**src/bpd_cfg.svh**
```systemverilog
/*
 Constants of the bidirectional port: register addresses, widths, reset values and the bit mask.
 Assumes inclusion by its bare name; the guard makes repeated inclusion harmless.
*/
`ifndef BPD_CFG_SVH
`define BPD_CFG_SVH

// Width of the port latch, the direction register and the pin group.
`define BPD_WIDTH 8
// Width of the bit index of a single-bit set or clear.
`define BPD_BIT_W 3
// Width of the register-file address.
`define BPD_ADDR_W 8
// Address of the third_port_pins data register.
`define BPD_ADDR_PORT 8'h07
// Address of the third_port_direction register.
`define BPD_ADDR_DIR 8'h87
// Direction value after every reset: all pins high impedance.
`define BPD_DIR_RESET 8'hFF
// Read data value loaded by reset; an unmapped read uses BPD_UNMAPPED.
`define BPD_RDATA_RESET 8'h00
// Value read back from an unmapped address.
`define BPD_UNMAPPED 8'h00
// Mask of bit zero, shifted to select one bit.
`define BPD_BIT_ONE 8'h01

`endif

```
**src/bpd_pkg.sv**
```systemverilog
/*
 Types of the bidirectional port: data word, operation codes and the register access request.
 Assumes the constants header is on the include path.
*/
`include "bpd_cfg.svh"

package bpd_pkg;

    typedef logic [`BPD_WIDTH-1:0] bpd_data_type;
    typedef logic [`BPD_ADDR_W-1:0] bpd_addr_type;
    typedef logic [`BPD_BIT_W-1:0] bpd_bit_type;

    // Operations of the register-file access path.
    typedef enum logic [2:0] {
        BPD_OP_NONE,
        BPD_OP_READ,
        BPD_OP_WRITE,
        BPD_OP_BIT_SET,
        BPD_OP_BIT_CLEAR
    } bpd_op_type;

    // One instruction-cycle access, held for exactly one clock.
    typedef struct packed {
        bpd_op_type op;
        bpd_addr_type addr;
        bpd_data_type data;
        bpd_bit_type bit_sel;
    } bpd_req_type;

endpackage

```
**src/bpd_sync.sv**
```systemverilog
/*
 Two-stage synchroniser for the port pin inputs, one pair of flip-flops per pin.
 Assumes the pin levels are asynchronous to SYS_CLK and RESET is synchronous, active high.
*/
`timescale 1ns/1ps
`include "bpd_cfg.svh"

module bpd_sync
    import bpd_pkg::*;
(
    input wire logic SYS_CLK,
    input wire logic RESET,
    input wire bpd_data_type ASYNC_IN,
    output bpd_data_type SYNC_OUT
);

    genvar gi;

    generate
        for (gi = 0; gi < `BPD_WIDTH; gi = gi + 1) begin : g_bit
            logic stage1_reg;
            logic stage2_reg;
            // The first stage feeds only the second stage.
            always_ff @(posedge SYS_CLK) begin
                if (RESET) begin
                    stage1_reg <= 1'b0;
                    stage2_reg <= 1'b0;
                end else begin
                    stage1_reg <= ASYNC_IN[gi];
                    stage2_reg <= stage1_reg;
                end
            end
            assign SYNC_OUT[gi] = stage2_reg;
        end
    endgenerate

endmodule

```
**src/bpd_port.sv**
```systemverilog
/*
 Eight-pin bidirectional port with output latch and per-pin direction register.
 Assumes one SYS_CLK cycle per instruction cycle, requests held for one cycle, and a testbench that
 resolves each pin wire from PIN_OUT and PIN_OE.
*/
// Summary of operation
// - One eight-bit output latch, one bit per port pin.
// - Direction register bit n controls pin n independently.
// - Direction bit one puts that pin's driver in high impedance.
// - Direction bit zero drives the pin from its latch bit.
// - Port read returns pin levels; port write updates only the latch.
// - A full port write loads the request data; only bit set and clear are read-modify-write on the pin levels.
// - Port bit set or clear reads all pins, changes one bit, writes all back.
// - Writes commit at cycle end; reads return pin levels sampled two edges before cycle end, through the synchroniser.
// - Port latch is not reset; its content survives every reset.
// - Direction register becomes all ones on every reset.
// - All eight pins are bidirectional with a plain logic-level input.
`timescale 1ns/1ps
`include "bpd_cfg.svh"

module bpd_port
    import bpd_pkg::*;
(
    input wire logic SYS_CLK,
    input wire logic RESET,
    input wire bpd_req_type REG_REQ,
    output bpd_data_type REG_RDATA,
    output logic REG_RDONE,
    output logic REG_MISS,
    input wire bpd_data_type PIN_IN,
    output bpd_data_type PIN_OUT,
    output bpd_data_type PIN_OE
);

    bpd_data_type pins_sync;
    bpd_data_type latch_reg;
    bpd_data_type latch_next;
    bpd_data_type dir_reg;
    bpd_data_type dir_next;
    bpd_data_type rdata_reg;
    bpd_data_type rdata_next;
    logic rdone_reg;
    logic rdone_next;
    logic miss_reg;
    logic miss_next;
    logic wrote_reg;
    logic wrote_next;
    // Counts edges since reset, so checks skip the synchroniser's cleared stages.
    logic [1:0] settle_reg;
    logic [1:0] settle_next;
    logic hit_port;
    logic hit_dir;
    logic is_read;
    logic is_modify;
    bpd_data_type bit_mask;

    // Applies a write, bit set or bit clear to the value that was read.
    function automatic bpd_data_type apply_op(input bpd_data_type base, input bpd_req_type req,
                                              input bpd_data_type mask);
        bpd_data_type result;
        result = base;
        if (req.op == BPD_OP_WRITE) begin
            result = req.data;
        end else if (req.op == BPD_OP_BIT_SET) begin
            result = base | mask;
        end else if (req.op == BPD_OP_BIT_CLEAR) begin
            result = base & ~mask;
        end
        return result;
    endfunction

    // Pin levels are synchronised before reads and read-modify-writes use them.
    bpd_sync u_sync (
        .SYS_CLK(SYS_CLK),
        .RESET(RESET),
        .ASYNC_IN(PIN_IN),
        .SYNC_OUT(pins_sync)
    );

    // Decodes the request and computes the next register values.
    always_comb begin
        hit_port = 1'b0;
        hit_dir = 1'b0;
        if (REG_REQ.addr == `BPD_ADDR_PORT) begin
            hit_port = 1'b1;
        end else if (REG_REQ.addr == `BPD_ADDR_DIR) begin
            hit_dir = 1'b1;
        end
        is_read = (REG_REQ.op == BPD_OP_READ);
        is_modify = (REG_REQ.op == BPD_OP_WRITE) || (REG_REQ.op == BPD_OP_BIT_SET) ||
                    (REG_REQ.op == BPD_OP_BIT_CLEAR);
        bit_mask = `BPD_BIT_ONE << REG_REQ.bit_sel;
        latch_next = latch_reg;
        dir_next = dir_reg;
        rdata_next = rdata_reg;
        rdone_next = is_read;
        miss_next = 1'b0;
        wrote_next = wrote_reg;
        settle_next = settle_reg;
        if (settle_reg != 2'h3) begin
            settle_next = settle_reg + 2'h1;
        end
        if (is_read || is_modify) begin
            if (hit_port) begin
                if (is_read) begin
                    // The pins are read, never the latch.
                    rdata_next = pins_sync;
                end else begin
                    // For bit set and clear the value modified is the pin levels, all eight of them; a write loads the request data.
                    latch_next = apply_op(pins_sync, REG_REQ, bit_mask);
                    wrote_next = 1'b1;
                end
            end else if (hit_dir) begin
                if (is_read) begin
                    rdata_next = dir_reg;
                end else begin
                    dir_next = apply_op(dir_reg, REG_REQ, bit_mask);
                end
            end else begin
                miss_next = 1'b1;
                if (is_read) begin
                    rdata_next = `BPD_UNMAPPED;
                end
            end
        end
    end

    // The latch has no reset, so it keeps its content across every reset.
    always_ff @(posedge SYS_CLK) begin
        latch_reg <= latch_next;
    end

    always_ff @(posedge SYS_CLK) begin
        if (RESET) begin
            dir_reg <= `BPD_DIR_RESET;
            rdata_reg <= `BPD_RDATA_RESET;
            rdone_reg <= 1'b0;
            miss_reg <= 1'b0;
            wrote_reg <= 1'b0;
            settle_reg <= 2'h0;
        end else begin
            dir_reg <= dir_next;
            rdata_reg <= rdata_next;
            rdone_reg <= rdone_next;
            miss_reg <= miss_next;
            wrote_reg <= wrote_next;
            settle_reg <= settle_next;
        end
    end

    genvar gp;

    // Each pin drives its latch bit while its direction bit is zero.
    generate
        for (gp = 0; gp < `BPD_WIDTH; gp = gp + 1) begin : g_pin
            assign PIN_OE[gp] = ~dir_reg[gp];
            assign PIN_OUT[gp] = latch_reg[gp] & ~dir_reg[gp];
        end
    endgenerate

    assign REG_RDATA = rdata_reg;
    assign REG_RDONE = rdone_reg;
    assign REG_MISS = miss_reg;

    // Checks of the port behaviour.
    a_dir_after_reset: assert property (
        @(posedge SYS_CLK) $fell(RESET) |-> (dir_reg == `BPD_DIR_RESET) && (PIN_OE == 8'h00)
    ) else $error("Direction register not all ones after reset.");

    a_hiz_no_drive: assert property (
        @(posedge SYS_CLK) disable iff (RESET)
        (REG_REQ.op == BPD_OP_WRITE) && (REG_REQ.addr == `BPD_ADDR_DIR)
        |=> (PIN_OE == ~$past(REG_REQ.data)) && ((PIN_OUT & ~PIN_OE) == 8'h00)
    ) else $error("Pin with direction one is still driven.");

    a_drive_from_latch: assert property (
        @(posedge SYS_CLK) disable iff (RESET)
        (REG_REQ.op == BPD_OP_WRITE) && (REG_REQ.addr == `BPD_ADDR_PORT)
        |=> PIN_OUT == ($past(REG_REQ.data) & PIN_OE)
    ) else $error("Driven pin does not show its latch bit.");

    a_port_read_pins: assert property (
        @(posedge SYS_CLK) disable iff (RESET)
        (REG_REQ.op == BPD_OP_READ) && (REG_REQ.addr == `BPD_ADDR_PORT) && settle_reg[1]
        |=> REG_RDONE && (REG_RDATA == $past(PIN_IN, 3))
    ) else $error("Port read does not return synchronised pin levels.");

    a_read_no_latch: assert property (
        @(posedge SYS_CLK) disable iff (RESET || !wrote_reg)
        (REG_REQ.op == BPD_OP_READ) |=> $stable(latch_reg)
    ) else $error("A read changed the port latch.");

    a_write_commit: assert property (
        @(posedge SYS_CLK) disable iff (RESET)
        (REG_REQ.op == BPD_OP_WRITE) && (REG_REQ.addr == `BPD_ADDR_PORT)
        |=> (latch_reg == $past(REG_REQ.data)) && $stable(dir_reg)
    ) else $error("Port write not committed at cycle end.");

    a_bit_set_rmw: assert property (
        @(posedge SYS_CLK) disable iff (RESET)
        (REG_REQ.op == BPD_OP_BIT_SET) && (REG_REQ.addr == `BPD_ADDR_PORT)
        |=> latch_reg == ($past(pins_sync) | (`BPD_BIT_ONE << $past(REG_REQ.bit_sel)))
    ) else $error("Bit set did not write back the pin levels.");

    a_bit_clear_rmw: assert property (
        @(posedge SYS_CLK) disable iff (RESET)
        (REG_REQ.op == BPD_OP_BIT_CLEAR) && (REG_REQ.addr == `BPD_ADDR_PORT)
        |=> latch_reg == ($past(pins_sync) & ~(`BPD_BIT_ONE << $past(REG_REQ.bit_sel)))
    ) else $error("Bit clear did not write back the pin levels.");

    a_dir_bit_ops: assert property (
        @(posedge SYS_CLK) disable iff (RESET)
        (REG_REQ.op == BPD_OP_BIT_CLEAR) && (REG_REQ.addr == `BPD_ADDR_DIR)
        |=> dir_reg == ($past(dir_reg) & ~(`BPD_BIT_ONE << $past(REG_REQ.bit_sel)))
    ) else $error("Direction bit clear touched other bits.");

    a_latch_held: assert property (
        @(posedge SYS_CLK) disable iff (!wrote_reg)
        !((REG_REQ.op != BPD_OP_NONE) && (REG_REQ.op != BPD_OP_READ) && hit_port) |=> $stable(latch_reg)
    ) else $error("Port latch changed without a port write.");

    a_latch_over_reset: assert property (
        @(posedge SYS_CLK) wrote_reg && RESET |=> (latch_reg == $past(latch_reg))
    ) else $error("Port latch changed across a reset.");

    a_sync_delay: assert property (
        @(posedge SYS_CLK) disable iff (RESET)
        settle_reg[1] |-> pins_sync == $past(PIN_IN, 2)
    ) else $error("Pin levels not delayed by two stages.");

    a_unmapped_zero: assert property (
        @(posedge SYS_CLK) disable iff (RESET)
        (REG_REQ.op == BPD_OP_READ) && !hit_port && !hit_dir
        |=> REG_MISS && REG_RDONE && (REG_RDATA == `BPD_UNMAPPED)
        ##1 (!REG_RDONE || $past(REG_REQ.op == BPD_OP_READ))
    ) else $error("Unmapped read not answered with zero.");

endmodule

```
**config.mk**
```make
export PLATFORM = sky130hd
export DESIGN_NAME = bpd_port
export DESIGN_NICKNAME = d
export VERILOG_FILES = /design/src/bpd_pkg.sv /design/src/bpd_sync.sv /design/src/bpd_port.sv
export VERILOG_INCLUDE_DIRS = /design/src /design/src/src
export SDC_FILE = /design/constraint.sdc
export NUM_CORES = 1
export LEC_CHECK = 0
export BUFFER_PORTS_ARGS = -buffer_cell sky130_fd_sc_hd__buf_4
export CAP_MARGIN = 20
export CORE_UTILIZATION = 45
export DETAILED_ROUTE_END_ITERATION = 10
export PLACE_DENSITY_LB_ADDON = 0.05
export SLEW_MARGIN = 20
export SYNTH_ARGS = -nofsm -noshare
export SYNTH_HDL_FRONTEND = slang
export SYNTH_SLANG_ARGS = --single-unit
```
**constraint.sdc**
```tcl
create_clock -name SYS_CLK -period 2.3 [get_ports SYS_CLK]
set_input_delay 0.46 -clock SYS_CLK [delete_from_list [all_inputs] [get_ports SYS_CLK]]
set_output_delay 0.46 -clock SYS_CLK [all_outputs]
set_load 0.005 [all_outputs]
```
* Word-level counts from Yosys, hierarchy flattened
Cells that the tools add are included.
** Word-level totals
- Bits of input ports :: 32
- Output and inout port bits :: 26
- Bits in registers :: 42
- Logic and storage cells :: 75
** Operators by class
- Equal/unequal tests :: 6
- Reductions and logical operators :: 8
- Muxes and demuxes :: 15
- Bitwise logic cells :: 24
- Shifts and indexed selects :: 1
** Operators with widths (number)
- 2-to-1 mux 8 bit :: 11
- bitwise AND 8 bit :: 2
- OR 8 bit :: 2
- NOT 1 bit :: 11
- bitwise AND 1 bit :: 8
- equality test 8 x 3 -> 1 bit (second input constant) :: 1
- equality test 8 bit (second input constant) :: 1
- NOT 8 bit :: 1
- left shift 1 x 3 -> 8 bit (first input constant) :: 1
- equality test 3 x 2 -> 1 bit (second input constant) :: 2
- AND reduction 5 bit :: 1
- 2-to-1 mux 1 bit :: 4
- equality test 3 x 1 -> 1 bit (second input constant) :: 1
- equality test 3 bit (second input constant) :: 1
- logical OR 1 bit :: 3
- AND reduction 3 bit :: 1
- nonzero test 3 bit :: 1
- OR reduction 3 bit :: 1
- AND reduction 2 bit :: 1

* Logic depth before layout (Yosys ltp)
Gate-level depths: netlist (run 1).
- Word-level depth :: 6
- Gate-level depth with buffers :: 5
- Gate-level depth less buffers :: 4

* Hierarchy
A second synthesis (run 1) with hierarchy kept.
** Second synthesis, totals
- Cells, all modules :: 237
- Area, all modules :: 2203.4 um^2
** By module, submodules not included
- bpd_port :: instances 1, cells each 196, area each 1679.1 um^2, sequential area each 600.6 um^2
- bpd_sync :: instances 1, cells each 41, area each 524.3 um^2, sequential area each 320.3 um^2

* Least setup slack after synthesis (run 1)
No wires, ideal clock.
- Kind :: input -> register
- Start :: input port REG_REQ[16] in the netlist's numbering
- End :: register latch_reg[0] (enable)
- Library setup time :: 0.330 ns
- Data required time :: 1.970 ns
- Setup slack :: 0.541 ns
- Data arrival time :: 1.429 ns
- Path buffers :: 0
- Cell stages on the path :: 3
- Cell sequence :: or3_4 > nor3_4 > o21a_1
** On the way
- Word-level cells in the longest chain between the ends :: 3
** RTL lines
- start, declared :: line bpd_port.sv:26 : input wire bpd_req_type REG_REQ,
- equality test 8 x 3 -> 1 bit (no line)
- 2-to-1 mux 1 bit :: line bpd_port.sv:84 : if (REG_REQ.addr == `BPD_ADDR_PORT) begin
- AND reduction 3 bit (no line)
- end signal, assigned :: line bpd_port.sv:130 : latch_reg <= latch_next;
- end, declared :: line bpd_port.sv:36 : bpd_data_type latch_reg;
No other way between the ends.
A chain may end at the register's enable or synchronous reset.

* Worst setup path in the final report (run 1)
- Start :: input port REG_REQ[21] in the netlist's numbering
- End :: register latch_reg[0] (data pin)
** On the way
- Word-level cells in the longest chain between the ends :: 4
- Elaborated cells on any way between the ends :: 6
- Those cells by class :: eq/ne: 3; mux: 3
** RTL lines
- equality test 3 bit :: line bpd_port.sv:66 : end else if (req.op == BPD_OP_BIT_CLEAR) begin
- 2-to-1 mux 8 bit :: line bpd_port.sv:66
- 2-to-1 mux 8 bit :: line bpd_port.sv:64 : end else if (req.op == BPD_OP_BIT_SET) begin
- 2-to-1 mux 8 bit * :: line bpd_port.sv:62 : if (req.op == BPD_OP_WRITE) begin
Every way passes the cells marked *; elsewhere a longest branch is shown, timed or not.

==> out/summary.txt, run 1 <==
Worst-path maximum fanout - 13
Total power - 1.53 mW
WHS Path Cells - 2
Static Leak - 1.14 nW
Setup_tns - 0 ps
Worst R2R Path Depth - 2
Mapped Cells - 229
Flops & latches, synth - 42
CTS Buf Count - 5
Min-Delay Endpoint - u_sync.g_bit[3].stage1_reg$_SDFF_PP0_
Seq pwr share - 51.2%
Post_cts resized - 0
Postcts setup bufs - 0
Register area share after synthesis - 43.8%
First-pass GRT wire length - 7740 um
Max Cap Violations - 0
Area leader, netlist - dfxtp_1
Setup Skew - 2.61 ps
Routability cong. - 0.897
Status - complete, no violations
Gr usage total - 20.1%
Core area - 4410 um2
RSZ-0062 raised after global routing - no
WP data arrival - 1730 ps
I/O pins - 58
CP Class - in -> reg
Nets - 318
Vias in the first global route - 1576
Area of the mapped netlist - 2100 um2
Routed Wire Length - 4770 um
Worst EP required - 2350 ps
DRC errors left - 0
Clock root cell - clkbuf_8
Antenna Cells - 0
EDFF count, synth - 8
Top cells by area, synth - dfxtp_1, edfxtp_1, nor2b_1, mux2i_1, a311oi_2
Net Sw Frac - 24.9%
Slack of the worst reg-to-reg path - 1330 ps
Final period utilization - 73.2%
Clock Sink Count - 42
Rows - 24
Die Y - 70.4 um
Die ar. - 4950 um2
Actual slew at the worst max-slew pin - 681 ps
Post-Synthesis Mean Instance Area - 9.18 um2
Reg2Reg Launch Point - u_sync.g_bit[6].stage2_reg$_SDFF_PP0_
Initial Util - 47.6%
Routed vias/inst - 5.25
P_int - 1.15 mW
Most common cell in the netlist - dfxtp_1
Vias - 1781
HP Class - in -> reg
Max Buffers Root-to-Sink - 2
Synthesis warning total - 0
DP Wirelength - 3450 um
FMAX - 0.594 GHz
Starting DRT DRC Count - 82
Clock-pin slew on the worst setup and hold paths - 80 ps
Switching power - 380 uW
First drt pass iteration count - 4
Fraction of post-synthesis cell area in the top cell type by area - 32.4%
Hold-fix buffers at CTS - 0
Synth unique cells - 34
Pwr Density - 571 nW/um2
Normalized max-slew margin - 54.5%
Worst Setup End Kind - flop
Routed wire per std cell - 14.1 um
Slew Limit Fails - 0
Most frequent cells after synthesis - dfxtp_1, nand2_1, nor2b_1
Largest net degree at the start of global routing - 43
Port Buffer Count - 57
Final Hold Viols - 0
Period minus WS final - 1680 ps
Initial antenna violation count - 0
Comb pwr share - 12.5%
Mapped Nets - 261
Syn-to-layout area delta - 27.1%
Hold_sp - PIN_IN[3]
Max VDD drop - 0.526 mV
Worst skew pair latency - 300 ps
ANT nets after route - 0
Fill count - 409
CP startpoint kind - primary input
CTS tree - done
Synth Flop Type - dfxtp_1
Clock Power Share - 36.3%
Async set-reset flop share out of synthesis - 0%
Final setup fails - 0
Reg-to-reg endpoint - latch_reg[6]$_DFFE_PP_
# H-tree levels - 2
Die Wd - 70.4 um
Total congestion overflow - 0
Share of cells above drive strength 1 - 29.3%
-- metrics by stage --
stage	worst slack, ps	hold slack, ps	util [%]	cell area (um2)	instances
final	615	362	60.5	2670	339
after global routing	555	372	60.5	2670	339
after CTS	656	357	60.5	2670	339
after detailed placement	336	424	58.1	2560	331
after global placement	363	416	58.1	2560	331
after floorplan	541	414	-	2100	229
-- placed cells by master, fill, tap and decap left out, types with 7 or more instances in the layout --
| master | netlist | final |
|---|---|---|
| inv_1 | 15 | 15 |
| nand2_1 | 28 | 28 |
| a221oi_1 | 8 | 8 |
| nor2_1 | 25 | 25 |
| nor2b_1 | 28 | 28 |
| edfxtp_1 | 8 | 8 |
| a311oi_2 | 7 | 7 |
| dfxtp_1 | 34 | 34 |
| mux2i_1 | 13 | 13 |
| buf_4 | 1 | 60 |
| a21oi_1 | 18 | 18 |
-- worst max-delay path, cell delays in order --
cell     delay (ps)
buf_4           170
and2b_1         500
nand2_1         300
o22ai_1         220
a21oi_1          70
-- layout make-up --
cell class	instances	area, um2	area share [%]
clock buffers	6	93.8	3.51
clock inverters	2	13.8	0.515
inverters	15	56.3	2.11
multi-input cells	162	1070	40.1
flip-flops and latches	42	921	34.5
well taps	52	65.1	2.43
repair buffers	60	450	16.9
-- worst max path at each step --
stage / slack [ps] / start / endpoint
2_1_floorplan: 540 / REG_REQ[16] / latch_reg[0]$_DFFE_PP_
3_3_place_gp: 360 / REG_REQ[21] / latch_reg[0]$_DFFE_PP_
3_5_place_dp: 340 / REG_REQ[21] / latch_reg[0]$_DFFE_PP_
4_1_cts: 660 / REG_REQ[21] / latch_reg[0]$_DFFE_PP_
5_1_grt: 560 / REG_REQ[21] / latch_reg[4]$_DFFE_PP_
6_report: 620 / REG_REQ[21] / latch_reg[0]$_DFFE_PP_
-- per-layer routing --
layer | share of wire [%] | track usage [%] | wire length (um) | up-vias
met3 | 5.0 | 4.04 | 236 | 11
met5 | 0 | 0 | 0 | -
li1 | - | - | - | 908
met2 | 45 | 29.6 | 2140 | 56
met1 | 48 | 28.3 | 2290 | 806
met4 | 2.1 | 8.44 | 98 | 0
-- power groups by stage --
stage / Sequential [mW] / Combinational (mW) / Clock, mW
after floorplan: 0.796 / 0.110 / 0
after global placement: 0.798 / 0.188 / 0
after detailed placement: 0.798 / 0.190 / 0
after CTS: 0.781 / 0.191 / 0.568
after global routing: 0.784 / 0.210 / 0.589
final: 0.781 / 0.190 / 0.555
-- kinds of logic (layout without fill, tap and decap cells) --
logic type / after synthesis / after routing / synth area share, %
AND/OR/NAND/NOR: 101 / 101 / 27.4
multiplexers: 13 / 13 / 6.19
buffers and inverters: 25 / 83 / 5.23
AO/OA/AOI/OAI: 48 / 48 / 17.4
flip-flops: 42 / 42 / 43.8
Power figures use the tool's default switching activity.
==> run 2, diff against run 1 <==
Clock period 2.3 ns to 1.6 ns, I/O delays scaled along.
==> out/summary.txt, run 2 (synthesized netlist as in run 1, its figures left out) <==
Status - complete, no violations
Commonest cells after routing, fill and taps aside - buf_4, dfxtp_1, nand2_1, nor2b_1, nor2_1
Final setup fails - 0 (unchanged)
Buf+Inv Stages, Crit Path - 1 (unchanged)
Port Buffer Count - 57 (unchanged)
First drt pass iteration count - 4 (unchanged)
Actual slew at the worst max-slew pin - 460 ps (-221 ps)
CP Class - in -> reg
Die ar. - 4950 um2 (unchanged)
CTS tree - done
Max Buffers Root-to-Sink - 2 (unchanged)
Max VDD drop - 0.674 mV (+28%)
DRC errors left - 0 (unchanged)
Gr usage total - 21.3% (+1.3 points)
Period minus WS final - 1300 ps
Nets - 332 (+4.4%)
DP Wirelength - 3660 um (+6.0%)
Postcts setup bufs - 0 (unchanged)
Most common cell after layout, fill and taps aside - buf_4
Final period utilization - 81.0%
Crit-path cells - buf_4, or3_4, nor3_4, nand2_1, a311oi_2
Vias in the first global route - 1714 (+8.8%)
Normalized max-slew margin - 69.3% (+15 points)
Die Y - 70.4 um (unchanged)
Worst Setup End Kind - flop
Hold-fix buffers at CTS - 0 (unchanged)
Antenna Cells - 0 (unchanged)
Cells after DPL - 345 (+4.2%)
Static Leak - 1.20 nW (+5.7%)
Final Hold Viols - 0 (unchanged)
Slew Limit Fails - 0 (unchanged)
Initial antenna violation count - 0 (unchanged)
Rows - 24 (unchanged)
Die Wd - 70.4 um (unchanged)
Core area - 4410 um2 (unchanged)
Clock root cell - clkbuf_8
Post-route insts no fill - 353 (+4.1%)
Worst-path maximum fanout - 8 (-5)
HP Class - in -> reg
RSZ-0062 raised after global routing - no
Share of cells above drive strength 1 - 32.9% (+3.6 points)
Syn-to-layout area delta - 32.1%
Setup Skew - 2.88 ps (+0.265 ps)
Routed vias/inst - 5.22 (-0.73%)
Post_cts resized - 0 (unchanged)
CTS Buf Count - 5 (unchanged)
Total congestion overflow - 0 (unchanged)
Clock Sink Count - 42 (unchanged)
Largest net degree at the start of global routing - 43 (unchanged)
Routed Wire Length - 4810 um (+0.90%)
Clock-pin slew on the worst setup and hold paths - 80 ps (about the same)
Pwr Density - 768 nW/um2 (+34%)
WP data arrival - 1510 ps (-220 ps)
# H-tree levels - 2 (unchanged)
Initial Util - 47.6% (unchanged)
FMAX - 0.772 GHz
Worst EP required - 1810 ps (-540 ps)
CP startpoint kind - primary input
Max Cap Violations - 0 (unchanged)
Vias - 1841 (+3.4%)
I/O pins - 58 (unchanged)
Max stage delay on crit path - 410 ps (-90 ps)
Routed wire per std cell - 13.6 um (-3.1%)
Cell family with the largest share of critical-path delay - simple AND/OR/NAND/NOR gates
Starting DRT DRC Count - 86 (+4.9%)
Setup_tns - 0 ps (unchanged)
CP max stage cell - or3_4
Hold_ws - 230 ps (-132 ps)
Worst skew pair latency - 290 ps (about the same)
First-pass GRT wire length - 8290 um (+7.1%)
ANT nets after route - 0 (unchanged)
Routability cong. - 0.855 (-4.7%)
[run 2: routing by layer]
layer | up-vias | track usage (%) | share of wire [%]
met1 | 842 | 29.7 | 45
met4 | 0 | 7.56 | 1.0
met5 | - | 0 | 0
met3 | 5 | 3.90 | 6.9
met2 | 60 | 32.9 | 47
li1 | 934 | - | -
[run 2: metrics by stage]
stage / util, % / instance area, um2 / power [mW] / worst slack [ps]
floorplan: - / 2100 / 1.30 / 51.0
global placement: 60.8 / 2680 / 1.44 / 14.6
detailed placement: 60.8 / 2680 / 1.45 / -18.4
CTS: 63.0 / 2780 / 2.15 / 290
global route: 63.0 / 2780 / 2.24 / 175
finish: 63.0 / 2780 / 2.13 / 305
[run 2: final timing paths]
check,cells past startpoint,end,startpoint,slack [ps]
worst min-delay path,2,u_sync.g_bit[5].stage1_reg$_SDFF_PP0_,PIN_IN[5],230
worst min register to register,1,u_sync.g_bit[1].stage2_reg$_SDFF_PP0_,u_sync.g_bit[1].stage1_reg$_SDFF_PP0_,440
worst max register to register,2,latch_reg[2]$_DFFE_PP_,u_sync.g_bit[2].stage2_reg$_SDFF_PP0_,620
worst max-delay path,5,REG_RDATA[3]$_SDFFE_PP0P_,REG_REQ[16],300
[run 2: worst register-to-register path, cell delays in order, from the launching register on]
cell	delay (ps)
dfxtp_1	390
o21ai_0	100
a221oi_1	290
[run 2: area by class of cell]
type	instances	area [um2]
tap	52	65.1
timing repair buffer	74	568
sequential	42	921
inverter	15	56.3
fill	400	1640
clock inverter	2	12.5
clock buffer	6	82.6
multi-input combinational	162	1070
[run 2: report_power, final]
group	leakage, nW	switching, mW	internal, mW	total, mW
Combinational	0.794	0.143	0.158	0.302
Clock	0.0472	0.363	0.347	0.710
Sequential	0.361	0.0152	1.11	1.12
